### config.mk
export PLATFORM = sky130hd
export DESIGN_NAME = psat_host
export DESIGN_NICKNAME = d
export VERILOG_FILES = /design/src/design/psat_pkg.sv /design/src/design/psat_timer.sv /design/src/design/psat_pulse_guard.sv /design/src/design/psat_host.sv
export SDC_FILE = /design/constraint.sdc
export NUM_CORES = 1
export LEC_CHECK = 0
export ABC_AREA = 1
export BUFFER_PORTS_ARGS = -buffer_cell sky130_fd_sc_hd__buf_2
export CELL_PAD_IN_SITES_DETAIL_PLACEMENT = 1
export CELL_PAD_IN_SITES_GLOBAL_PLACEMENT = 1
export CORE_ASPECT_RATIO = 0.7
export CORE_MARGIN = 4
export CORE_UTILIZATION = 35
export DETAILED_ROUTE_END_ITERATION = 6
export GPL_TIMING_DRIVEN = 1
export PLACE_DENSITY_LB_ADDON = 0.1
export SLEW_MARGIN = 5
export SYNTH_ARGS = -nofsm -noshare
export SYNTH_HDL_FRONTEND = slang
export SYNTH_SLANG_ARGS = --single-unit
### constraint.sdc
create_clock -name clk -period 1.7 [get_ports clk]
set_input_delay 0.255 -clock clk [delete_from_list [all_inputs] [get_ports clk]]
set_output_delay 0.255 -clock clk [all_outputs]
set_load 0.02 [all_outputs]
### src/design/psat_pkg.sv
// package with timing constants and state codes for the pseudo-static memory host controller
package psat_pkg;
  // clock period in picoseconds (250 MHz)
  localparam int CLK_PERIOD_PS = 4000;
  // timing figures in their own units
  localparam int MAX_SELECT_PULSE_US = 4;
  localparam int SELECT_HIGH_GAP_NS = 5;
  localparam int ADDR_TO_WRITE_END_NS = 70;
  localparam int SELECT_TO_WRITE_END_NS = 70;
  localparam int LANE_TO_WRITE_END_NS = 70;
  localparam int STROBE_HIGH_GAP_NS = 10;
  localparam int SLEEP_DWELL_MIN_US = 10;
  localparam int SLEEP_EXIT_PULSE_US = 10;
  localparam int POWERUP_WAIT_US = 150;
  localparam int READ_CYCLE_NS = 70;
  localparam int WRITE_PULSE_NS = 45;
  // minimum intervals round up, maximum intervals round down
  localparam int MAX_SELECT_CYC = (MAX_SELECT_PULSE_US * 1000000) / CLK_PERIOD_PS;
  localparam int SELECT_GAP_CYC =
    (SELECT_HIGH_GAP_NS * 1000 + CLK_PERIOD_PS - 1) / CLK_PERIOD_PS;
  localparam int STROBE_GAP_CYC =
    (STROBE_HIGH_GAP_NS * 1000 + CLK_PERIOD_PS - 1) / CLK_PERIOD_PS;
  localparam int ADDR_WR_CYC =
    (ADDR_TO_WRITE_END_NS * 1000 + CLK_PERIOD_PS - 1) / CLK_PERIOD_PS;
  localparam int SEL_WR_CYC =
    (SELECT_TO_WRITE_END_NS * 1000 + CLK_PERIOD_PS - 1) / CLK_PERIOD_PS;
  localparam int LANE_WR_CYC =
    (LANE_TO_WRITE_END_NS * 1000 + CLK_PERIOD_PS - 1) / CLK_PERIOD_PS;
  localparam int WPULSE_CYC = (WRITE_PULSE_NS * 1000 + CLK_PERIOD_PS - 1) / CLK_PERIOD_PS;
  localparam int READ_CYC = (READ_CYCLE_NS * 1000 + CLK_PERIOD_PS - 1) / CLK_PERIOD_PS;
  localparam int SLEEP_DWELL_CYC =
    (SLEEP_DWELL_MIN_US * 1000000 + CLK_PERIOD_PS - 1) / CLK_PERIOD_PS;
  localparam int SLEEP_EXIT_CYC =
    (SLEEP_EXIT_PULSE_US * 1000000 + CLK_PERIOD_PS - 1) / CLK_PERIOD_PS;
  localparam int POWERUP_CYC =
    (POWERUP_WAIT_US * 1000000 + CLK_PERIOD_PS - 1) / CLK_PERIOD_PS;
  // bus and counter widths
  localparam int ADDR_W = 22;
  localparam int DATA_W = 16;
  localparam int CNT_W = 16;
  // idle pin levels
  localparam logic [1:0] LANES_OFF = 2'h3;
  // controller states
  typedef enum logic [2:0] {
    PSAT_POWERUP = 3'b000,
    PSAT_IDLE = 3'b001,
    PSAT_WRITE = 3'b010,
    PSAT_READ = 3'b011,
    PSAT_GAP = 3'b100,
    PSAT_SLEEP = 3'b101,
    PSAT_WAKE = 3'b110
  } psat_state_t;
endpackage : psat_pkg

### src/design/psat_timer.sv
// down counter that reports when a loaded interval has run out
`timescale 1ns/1ps
module psat_timer
  import psat_pkg::*;
(
  // clocking
  input wire logic clk,
  input wire logic rst_n,
  input wire logic ce,
  // load and status
  input wire logic load,
  input wire logic [psat_pkg::CNT_W-1:0] load_val,
  output logic done
);
  logic [CNT_W-1:0] cnt_reg;
  logic [CNT_W-1:0] cnt_next;
  logic done_reg;
  logic done_next;

  // next count: load wins, else count down to zero
  always_comb begin
    cnt_next = cnt_reg;
    if (load) begin
      cnt_next = load_val;
    end else if (cnt_reg != '0) begin
      cnt_next = cnt_reg - 1'b1;
    end
    done_next = (cnt_next == '0);
  end

  // register, frozen while the enable is low
  always_ff @(posedge clk) begin
    if (!rst_n) begin
      cnt_reg <= '0;
      done_reg <= 1'b1;
    end else if (ce) begin
      cnt_reg <= cnt_next;
      done_reg <= done_next;
    end
  end

  assign done = done_reg;
endmodule : psat_timer

### src/design/psat_pulse_guard.sv
// counts cycles a strobe has been low and flags the approach to its ceiling
`timescale 1ns/1ps
module psat_pulse_guard
  import psat_pkg::*;
(
  // clocking
  input wire logic clk,
  input wire logic rst_n,
  input wire logic ce,
  // watched strobe and limit flag
  input wire logic strobe_low,
  output logic near_limit
);
  logic [CNT_W-1:0] len_reg;
  logic [CNT_W-1:0] len_next;

  // length grows while low, clears when high
  always_comb begin
    len_next = strobe_low ? len_reg + 1'b1 : '0;
  end

  // register, frozen with the enable
  always_ff @(posedge clk) begin
    if (!rst_n) begin
      len_reg <= '0;
    end else if (ce) begin
      len_reg <= len_next;
    end
  end

  // two cycles of margin, since release takes one registered step
  assign near_limit = (len_reg >= CNT_W'(MAX_SELECT_CYC - 2));
endmodule : psat_pulse_guard

### src/design/psat_host.sv
// host controller driving the strobes of the pseudo-static memory
`timescale 1ns/1ps
module psat_host
  import psat_pkg::*;
(
  // clocking
  input wire logic clk,
  input wire logic rst_n,
  input wire logic ce,
  // user request port
  input wire logic req_valid,
  input wire logic req_write,
  input wire logic [psat_pkg::ADDR_W-1:0] req_addr,
  input wire logic [psat_pkg::DATA_W-1:0] req_wdata,
  input wire logic [1:0] req_lanes,
  input wire logic sleep_req,
  input wire logic wake_req,
  output logic req_ready,
  output logic rd_valid,
  output logic [psat_pkg::DATA_W-1:0] rd_data,
  output logic in_sleep,
  // memory pins
  output logic mem_cs_n,
  output logic mem_we_n,
  output logic mem_oe_n,
  output logic mem_zz_n,
  output logic [1:0] byte_lane_selects_n,
  output logic [psat_pkg::ADDR_W-1:0] mem_addr,
  output logic [psat_pkg::DATA_W-1:0] mem_dq_o,
  output logic mem_dq_oe,
  input wire logic [psat_pkg::DATA_W-1:0] mem_dq_i
);
  import psat_pkg::*;

  psat_state_t state_reg; // current state
  psat_state_t state_next;
  logic cs_n_reg; // chip select pin
  logic cs_n_next;
  logic we_n_reg; // write strobe pin
  logic we_n_next;
  logic oe_n_reg; // output enable pin
  logic oe_n_next;
  logic zz_n_reg; // deep power-down pin, low requests sleep
  logic zz_n_next;
  logic [1:0] lanes_reg; // byte lane selects, active low
  logic [1:0] lanes_next;
  logic [ADDR_W-1:0] addr_reg; // address held for the whole access
  logic [ADDR_W-1:0] addr_next;
  logic [DATA_W-1:0] wd_reg; // write data
  logic [DATA_W-1:0] wd_next;
  logic dq_oe_reg; // data drive enable
  logic dq_oe_next;
  logic ready_reg; // accepting requests
  logic ready_next;
  logic rdv_reg; // read data pulse
  logic rdv_next;
  logic [DATA_W-1:0] rd_reg; // captured read data
  logic [DATA_W-1:0] rd_next;
  logic sleep_reg; // deep sleep state shown to user
  logic sleep_next;
  logic tm_load; // timer load strobe
  logic [CNT_W-1:0] tm_val; // timer load value
  logic tm_done; // timer has run out
  logic long_done; // long wait counter run out
  logic long_load;
  logic [CNT_W-1:0] long_val;
  logic cs_near_max; // chip select close to its ceiling
  logic we_near_max; // write strobe close to its ceiling
  logic armed_reg; // low only in the first cycle after reset
  logic armed_next;

  // short interval timer for access and gap phases
  psat_timer u_short (
    .clk(clk),
    .rst_n(rst_n),
    .ce(ce),
    .load(tm_load),
    .load_val(tm_val),
    .done(tm_done)
  );

  // long interval timer for powerup and sleep waits
  psat_timer u_long (
    .clk(clk),
    .rst_n(rst_n),
    .ce(ce),
    .load(long_load),
    .load_val(long_val),
    .done(long_done)
  );

  // watchdog on the chip select low time
  psat_pulse_guard u_cs_guard (
    .clk(clk),
    .rst_n(rst_n),
    .ce(ce),
    .strobe_low(!cs_n_reg && state_reg != PSAT_WAKE),
    .near_limit(cs_near_max)
  );

  // watchdog on the write strobe low time
  psat_pulse_guard u_we_guard (
    .clk(clk),
    .rst_n(rst_n),
    .ce(ce),
    .strobe_low(!we_n_reg),
    .near_limit(we_near_max)
  );

  // the pulse length of a single access is far below the ceiling; the guards
  // are a backstop in case the timing constants are ever lengthened
  // next-state and pin logic
  always_comb begin
    state_next = state_reg;
    cs_n_next = cs_n_reg;
    we_n_next = we_n_reg;
    oe_n_next = oe_n_reg;
    zz_n_next = zz_n_reg;
    lanes_next = lanes_reg;
    addr_next = addr_reg;
    wd_next = wd_reg;
    dq_oe_next = dq_oe_reg;
    ready_next = 1'b0;
    rdv_next = 1'b0;
    rd_next = rd_reg;
    sleep_next = sleep_reg;
    tm_load = 1'b0;
    tm_val = '0;
    long_load = 1'b0;
    long_val = '0;
    unique case (state_reg)
      PSAT_POWERUP: begin
        // hold everything idle until initialization is over
        if (!armed_reg) begin
          // the long timer comes out of reset already run out, so the full
          // wait must be loaded here or power-on would skip it
          long_load = 1'b1;
          long_val = CNT_W'(POWERUP_CYC);
        end else if (long_done) begin
          state_next = PSAT_IDLE;
          ready_next = 1'b1;
        end
      end
      PSAT_IDLE: begin
        ready_next = 1'b1;
        if (sleep_req) begin
          // enter deep sleep, dwell timer starts now
          zz_n_next = 1'b0;
          sleep_next = 1'b1;
          ready_next = 1'b0;
          long_load = 1'b1;
          long_val = CNT_W'(SLEEP_DWELL_CYC);
          state_next = PSAT_SLEEP;
        end else if (req_valid) begin
          // address, select and lanes all go out together so each is
          // qualified for the full pulse before the write ends
          addr_next = req_addr;
          lanes_next = ~req_lanes;
          cs_n_next = 1'b0;
          ready_next = 1'b0;
          tm_load = 1'b1;
          if (req_write) begin
            wd_next = req_wdata;
            dq_oe_next = 1'b1;
            we_n_next = 1'b0;
            // longest of the three write-end windows and the pulse width
            tm_val = CNT_W'(ADDR_WR_CYC > WPULSE_CYC ? ADDR_WR_CYC : WPULSE_CYC);
            state_next = PSAT_WRITE;
          end else begin
            oe_n_next = 1'b0;
            tm_val = CNT_W'(READ_CYC);
            state_next = PSAT_READ;
          end
        end
      end
      PSAT_WRITE: begin
        // the windows share one start, so one timer covers all three
        if (tm_done || we_near_max || cs_near_max) begin
          we_n_next = 1'b1;
          cs_n_next = 1'b1;
          lanes_next = LANES_OFF;
          dq_oe_next = 1'b0;
          tm_load = 1'b1;
          // gap covers both the select and strobe high times
          tm_val = CNT_W'(SELECT_GAP_CYC > STROBE_GAP_CYC ?
                          SELECT_GAP_CYC : STROBE_GAP_CYC);
          state_next = PSAT_GAP;
        end
      end
      PSAT_READ: begin
        if (tm_done || cs_near_max) begin
          rd_next = mem_dq_i;
          rdv_next = 1'b1;
          cs_n_next = 1'b1;
          oe_n_next = 1'b1;
          lanes_next = LANES_OFF;
          tm_load = 1'b1;
          tm_val = CNT_W'(SELECT_GAP_CYC);
          state_next = PSAT_GAP;
        end
      end
      PSAT_GAP: begin
        // strobes stay high until the gap has run out
        if (tm_done) begin
          state_next = PSAT_IDLE;
          ready_next = 1'b1;
        end
      end
      PSAT_SLEEP: begin
        // a wake request waits out the minimum dwell
        if (wake_req && long_done) begin
          zz_n_next = 1'b1;
          cs_n_next = 1'b0;
          long_load = 1'b1;
          long_val = CNT_W'(SLEEP_EXIT_CYC);
          state_next = PSAT_WAKE;
        end
      end
      PSAT_WAKE: begin
        // exit pulse must be long; the hidden refresh ceiling does not apply
        if (long_done) begin
          cs_n_next = 1'b1;
          sleep_next = 1'b0;
          long_load = 1'b1;
          long_val = CNT_W'(POWERUP_CYC);
          state_next = PSAT_POWERUP;
        end
      end
      default: begin
        // illegal code: raise select and strobes, drop the drive enable, and return to powerup without reloading its wait
        state_next = PSAT_POWERUP;
        cs_n_next = 1'b1;
        we_n_next = 1'b1;
        oe_n_next = 1'b1;
        dq_oe_next = 1'b0;
      end
    endcase
  end

  // state registers; the powerup wait is armed in the first cycle after reset
  always_ff @(posedge clk) begin
    if (!rst_n) begin
      state_reg <= PSAT_POWERUP;
      cs_n_reg <= 1'b1;
      we_n_reg <= 1'b1;
      oe_n_reg <= 1'b1;
      zz_n_reg <= 1'b1;
      lanes_reg <= LANES_OFF;
      addr_reg <= '0;
      wd_reg <= '0;
      dq_oe_reg <= 1'b0;
      ready_reg <= 1'b0;
      rdv_reg <= 1'b0;
      rd_reg <= '0;
      sleep_reg <= 1'b0;
    end else if (ce) begin
      state_reg <= state_next;
      cs_n_reg <= cs_n_next;
      we_n_reg <= we_n_next;
      oe_n_reg <= oe_n_next;
      zz_n_reg <= zz_n_next;
      lanes_reg <= lanes_next;
      addr_reg <= addr_next;
      wd_reg <= wd_next;
      dq_oe_reg <= dq_oe_next;
      ready_reg <= ready_next;
      rdv_reg <= rdv_next;
      rd_reg <= rd_next;
      sleep_reg <= sleep_next;
    end
  end

  // first cycle after reset arms the powerup wait
  always_comb begin
    armed_next = 1'b1;
  end
  always_ff @(posedge clk) begin
    if (!rst_n) begin
      armed_reg <= 1'b0;
    end else if (ce) begin
      armed_reg <= armed_next;
    end
  end

  // outputs come straight from registers
  assign mem_cs_n = cs_n_reg;
  assign mem_we_n = we_n_reg;
  assign mem_oe_n = oe_n_reg;
  assign mem_zz_n = zz_n_reg;
  assign byte_lane_selects_n = lanes_reg;
  assign mem_addr = addr_reg;
  assign mem_dq_o = wd_reg;
  assign mem_dq_oe = dq_oe_reg;
  assign req_ready = ready_reg;
  assign rd_valid = rdv_reg;
  assign rd_data = rd_reg;
  assign in_sleep = sleep_reg;
endmodule : psat_host

==> results of run 1 <==
==> stage by stage <==
stage | setup TNS (ns) | instances
floorplan | 0 | 980
global placement | -1.956 | 1495
detailed placement | -3.920 | 1495
CTS | -0.7106 | 1561
global route | -13.45 | 1580
finish | -6.419 | 1580
==> kinds of logic after synthesis <==
logic type,after synthesis,share of synthesized area (%)
XOR/XNOR,14,1.840
adder cells (fa/ha/maj),8,1.502
flip-flops,134,40.26
AO/OA/AOI/OAI,197,15.96
AND/OR/NAND/NOR,476,31.53
buffers and inverters,151,8.901
==> power breakdown <==
part	internal (µW)	switching (µW)
logic	1810	2320
clock network	2490	1640
registers	3330	162
total	7630	4120
==> metal layers <==
metal  track usage, %  part of all wire [%]  vias up
li1                 -                     -     3898
met1            31.03                    43     4088
met2            44.41                    50      227
met3            6.846                   5.7       42
met4            7.823                   1.5        0
met5                0                     0        -
==> synth_stat cells, drive strengths merged (10+ instances only) <==
master and count:
nor2 195, nand2 162, dfxtp 134, inv 114, o21ai 103, a21oi 69, nand3 61, clkbuf 26
nor3 23, nand4 18, buf 11, nor3b 10, xor2 10
==> worst max-delay path, stage by stage, from the launching register on <==
cell     delay (ns)
dfxtp_2        0.38
inv_2          0.07
ha_4           0.16
nand2_2        0.07
nand3_2        0.10
nand3_4        0.09
nand2_4        0.08
nor2_4         0.15
nor2_4         0.05
nor2_1         0.10
buf_4          0.19
nand3_2        0.11
nand2_1        0.11
nor2_2         0.05
nand3_1        0.09
nand2_1        0.06
==> worst paths after layout <==
path / slack (ns) / to / cells past startpoint / start
setup / recovery: -0.30 / u_short.done / 15 / u_cs_guard.len_reg[0]
setup reg to reg: -0.30 / u_short.done / 15 / u_cs_guard.len_reg[0]
hold / removal: 0.04 / mem_dq_o[11] / 3 / req_wdata[11]
hold reg to reg: 0.45 / rd_data[0] / 2 / rd_data[0]
==> cell type report <==
type | instances | share of cell area [%]
clock inverter | 15 | 1.916
inverter | 114 | 4.056
tap | 236 | 2.644
clock buffer | 17 | 3.810
timing repair buffer | 369 | 23.98
multi-input combinational | 695 | 39.24
sequential | 134 | 24.36
==> what timing repair did <==
item                       CTS  global route
buffers inserted            35            28
cloned                       0             2
setup endpoints to repair   45           106
pin swaps                   58           104
gates resized for setup    149           212
hold buffers                 0             0
==> key figures, run 1 <==
Layout
  • Max reg flops: 22
  • Filler instances: approximately 2,300
  • Register Area: 2720 µm²
  • Most frequent cells in the layout: buf_4 (207), buf_2 (126), nor2_1 (123), nand2_1 (119), dfxtp_1 (116)
  • Fin nets: 1,402
  • Layout cells sized above 1: 47.84%
  • Area grow syn2layout: 67.61%
  • Design area: 11,170 µm²
  • Leading cell type in the layout, fill and taps excluded: buf_4
  • Fin util: between 60% and 70%
  • Antenna diodes: 0
  • Multi-input logic area: 4382 µm²

Clock network
  • Root Buffer Master: clkbuf_16
  • CTS tree: done
  • H-tree depth: 4
  • CTS max path bufs: 2
  • Clock-pin slew on the worst setup and hold paths: around 0.07 ns
  • Total CTS buffers: 17
  • Clock sink count: 134
  • Clock latency on the worst-skew pair: 0.43 ns

Min path
  • Hold crit path type: input port to register

STA
  • RSZ-0062 raised after global routing: yes
  • Worst-Margin Slew: roughly 0.56 ns
  • Final Hold Viols: 0
  • Fin crit period: around 2 ns
  • Max Slew Vio Count: 0
  • Slew margin rel.: between 60% and 70%
  • Period utilization: 117.6%
  • Max frequency: about 500 MHz
  • Worst Slack Setup Final: -0.2986 ns
  • Setup-failing EPs final: 51
  • Final Skew: 0.01272 ns
  • Worst Hold Slack: 0.04304 ns

Die
  • DIE WIDTH: between 150 and 200 µm
  • Die Footprint: 21,340 µm²
  • Core Rows: 41
  • Core area: 18,370 µm²
  • Initial Util: approximately 36%
  • Die Y-Extent: 123.4 µm
  • Top-level port count: 127

GRT
  • Initial antenna violation count: 0
  • Total grt overflow: 0
  • Number of global-route vias before repair: approximately 8,400
  • Pin count of the biggest net entering global routing: 53
  • First-pass GRT wire length: approximately 43 mm
  • GRT Total Usage: 25.42%

Power and ir drop
  • Max IR drop VDD: 0.6952 mV
  • PwrDens: 1053 nW/µm²
  • LEAKAGE: approximately 0.0052 µW
  • Final Total Pwr: 11,760 µW

Yosys
  • Count of state elements after synthesis: 134
  • Biggest area consumer among synthesized cells: dfxtp_1
  • Mapped Nets: between 1,000 and 1,500
  • Synthesis Warnings: 0
  • Netlist Area Pre-Place: 6663 µm²
  • Register area share after synthesis: 40.26%
  • Yosys cell types: 45
  • Synth area leaders: dfxtp_1 (40%), nor2_1 (10%), nand2_1 (8.7%), o21ai_0 (7.7%), inv_1 (5.9%)
  • Syn Area/Cell: 6.799 µm²
  • Syn Inst Count: 980
  • Fraction of registers with async set/reset: 0%
  • Proportion of netlist area held by the largest area contributor: approximately two fifths
  • Prevailing post-synth register cell: dfxtp_1
  • EDFF count, synth: 0

Detailed routing
  • DRT Pass-1 Iters: 5
  • Final WL: a little over 30 mm
  • WL/cell: 19.25 µm
  • Vias per cell: 5.225
  • 1st-iter DRT viols: approximately 560
  • Vias: 8,255
  • Final ANT Viol Nets: 0
  • DRC viols: 0

Status
  • Status: finished, violations left
  • Failing checks: negative setup slack

Worst setup path
  • Crit start category: register
  • Worst-path fanout max: 8
  • Critical path class: register to register
  • Critical Path AT: 2.31 ns
  • Req. time, crit path: 2.01 ns
  • CP Capture Type: register

Place
  • Gpl congestion: 0.8592
  • Placed Area: roughly 9000 µm²
  • IO Port Bufs: ~130
  • Dpl ws: -0.2476 ns
  • Final HPWL from detailed placement: 18.10 mm

Run
  • Max-Cap Viols: 0
No activity file was read; power rests on OpenSTA's default activity.
==> run 2: changes to the inputs <==
CAP_MARGIN = 10   (was default)
CORE_ASPECT_RATIO = 2   (was 0.7)
==> run 2 against run 1 <==
Effect of this change:
- the flow still finishes with violations (negative setup slack)
- utilization fell by 0.86 points
- non-clock buffer count fell by 4
- first-iteration DRC count fell by 22%
- global-route usage fell by 0.54 points
- setup slack improved by 0.029 ns
- power rose by 1.1%
- sequential share of layout area fell by 0.19 points
- largest power group unchanged
==> key figures, run 2 (synthesized netlist as in run 1, its figures left out) <==
STA
  • Fin crit period: 1.970 ns (-0.02900 ns)
  • Max frequency: 507.7 MHz (+1.5%)
  • Final Hold Viols: 0 (unchanged)
  • RSZ-0062 raised after global routing: yes
  • Slew margin rel.: 55.10% (-7.2 points)
  • Setup TNS: -4.488 ns (+1.931 ns)
  • Final Skew: 0.01137 ns (-0.001350 ns)
  • Setup-failing EPs final: 70 (+37%)
  • Worst Slack Setup Final: -0.2696 ns (+0.02901 ns)
  • Worst-Margin Slew: 0.6710 ns (+0.1075 ns)
  • Period utilization: 115.9% (-1.7 points)
  • Max Slew Vio Count: 0 (unchanged)

Place
  • Dpl ws: -0.3206 ns (-0.07294 ns)
  • IO Port Bufs: 126 (unchanged)
  • Gpl congestion: 0.8747 (+1.8%)
  • Dpl cells: 1,519 (+1.6%)
  • Final HPWL from detailed placement: 18.58 mm (+2.6%)

Layout
  • Area grow syn2layout: 68.64%
  • Max reg flops: 22 (unchanged)
  • Most frequent cells in the layout: buf_4 (207), buf_2 (126), dfxtp_1 (120), nor2_1 (118), nand2_1 (106)
  • Fin util: 59.94% (-0.86 points)
  • Filler instances: 2,326 (+3.0%)
  • Fin nets: 1,399 (-0.21%)
  • Antenna diodes: 0 (unchanged)
  • Fin cells: 1,596 (+1.0%)
  • Leading cell type in the layout, fill and taps excluded: buf_4
  • Layout cells sized above 1: 48.55% (+0.70 points)

Worst setup path
  • Crit start category: register
  • Crit path max-delay cell type: dfxtp_4
  • CP Capture Type: register
  • Top delay family on crit path: simple AND/OR/NAND/NOR gates
  • Most used cell, CP: nand4_1
  • Critical Path AT: 2.34 ns (+0.03 ns)
  • Crit-path cells: inv_6, nor2_4, nand4_1, nand2_4, nor2_4, buf_6, nand3_1, nand4_1, nor2_1, nand4_1, nand3_1
  • Buf/Inv on CP: 2 (unchanged)
  • Worst-path fanout max: 5 (-3)
  • Req. time, crit path: 2.07 ns (+0.06 ns)
  • Critical path class: register to register
  • CP max stage delay: 0.41 ns (+0.03 ns)

Die
  • Die Footprint: 21,440 µm² (+0.46%)
  • Die Y-Extent: 203.1 µm (+65%)
  • Initial Util: 35.55% (-0.73 points)
  • Top-level port count: 127 (unchanged)
  • DIE WIDTH: 105.6 µm (-39%)
  • Core area: 18,740 µm² (+2.1%)
  • Core Rows: 71 (+73%)

Clock network
  • # hold bufs at CTS: 0 (unchanged)
  • Root Buffer Master: clkbuf_16
  • Clock sink count: 134 (unchanged)
  • CTS tree: done
  • H-tree depth: 4 (unchanged)
  • CTS max path bufs: 2 (unchanged)
  • Clock latency on the worst-skew pair: 0.43 ns (about the same)
  • Clock-pin slew on the worst setup and hold paths: 0.07 ns (about the same)
  • Total CTS buffers: 17 (unchanged)

Detailed routing
  • Final WL: 30.26 mm (-0.53%)
  • DRT Pass-1 Iters: 4 (-1)
  • 1st-iter DRT viols: 436 (-22%)
  • Final ANT Viol Nets: 0 (unchanged)
  • WL/cell: 18.96 µm (-1.5%)
  • DRC viols: 0 (unchanged)
  • Vias per cell: 5.178 (-0.89%)
  • Vias: 8,264 (+0.11%)

GRT
  • Total grt overflow: 0 (unchanged)
  • Pin count of the biggest net entering global routing: 38 (-28%)
  • Number of global-route vias before repair: 8,767 (+4.3%)
  • Met2 Usage GRT: 48.38% (+4.0 points)
  • M3 GR Usage: 5.791% (-1.1 points)
  • Busiest grt layer: met2
  • GRT Total Usage: 24.87% (-0.54 points)
  • GRT met1 Usage: 22.81% (-8.2 points)
  • Initial antenna violation count: 0 (unchanged)
  • First-pass GRT wire length: 42.72 mm (-1.5%)

Status
  • Status: finished, violations left
  • Failing checks: negative setup slack

Power and ir drop
  • Final Total Pwr: 11,880 µW (+1.1%)
  • PwrDens: 1058 nW/µm² (+0.48%)
  • Max IR drop VDD: 0.7586 mV (+9.1%)
  • LEAKAGE: 0.005218 µW (+0.82%)

Run
  • Max-Cap Viols: 0 (unchanged)

Min path
  • Hold crit path type: input port to register
run 2: changes by cell type in the layout (fill, tap and decap cells not counted), moves of 4 or more:
| cell | delta |
|---|---|
| dfxtp_1 | +4 |
| nand2_2 | +10 |
| dfxtp_2 | -4 |
| a21oi_1 | -7 |
| o21ai_2 | -20 |
| nand3_1 | -5 |
| nor2_1 | -5 |
| inv_6 | -7 |
| nand2_1 | -13 |
| o21ai_0 | +6 |
| a21oi_2 | +8 |
| o21ai_1 | +12 |
run 2: cell type report:
cell class | count | area (µm²) | area share [%]
clock inverters | 11 | 171.4 | 1.526
well taps | 255 | 319.1 | 2.840
repair buffers | 365 | 2606 | 23.20
inverters | 114 | 447.9 | 3.987
flip-flops and latches | 134 | 2715 | 24.16
clock buffers | 21 | 470.5 | 4.187
multi-input cells | 696 | 4506 | 40.10
run 2: metrics by stage:
| stage | hold slack [ns] | cell area, µm² |
|---|---|---|
| final | 0.04579 | 11240 |
| after floorplan | 0.3899 | 6665 |
| after detailed placement | 0.4343 | 8974 |
| after CTS | 0.03857 | 10320 |
| after global placement | 0.4279 | 8974 |
| after global routing | 0.04136 | 11240 |
run 2: layer usage:
metal  routed length (µm)  vias to the layer above
li1                     -                     3902
met1                10050                     4010
met2                17140                      247
met3                 1423                      105
met4                 1647                        0
met5                    0                        -
run 2: what timing repair did:
item	in CTS	in global routing
endpoints found under the setup margin	106	108
pin swaps	57	76
buffers inserted	21	23
gates cloned	2	0
gates resized for setup	160	213
run 2: final timing paths:
check               start          end  slack (ns)  depth (start not counted)
min reg2reg    rd_data[7]   rd_data[7]        0.44                          2
min          req_wdata[1]  mem_dq_o[1]        0.05                          3
max          state_reg[0]  u_long.done       -0.27                         11
max reg2reg  state_reg[0]  u_long.done       -0.27                         11
run 2: report_power, final:
group	internal (µW)	leakage (µW)	switching (µW)
registers	3330	0.00110	178
logic	1880	0.00381	2420
clock network	2580	0.000310	1500
total	7780	0.00522	4100
run 2: tightest hold or removal path: stages:
cell and delay [ns]:
buf_2 0.07, nor2_1 0.03, nor2_1 0.08
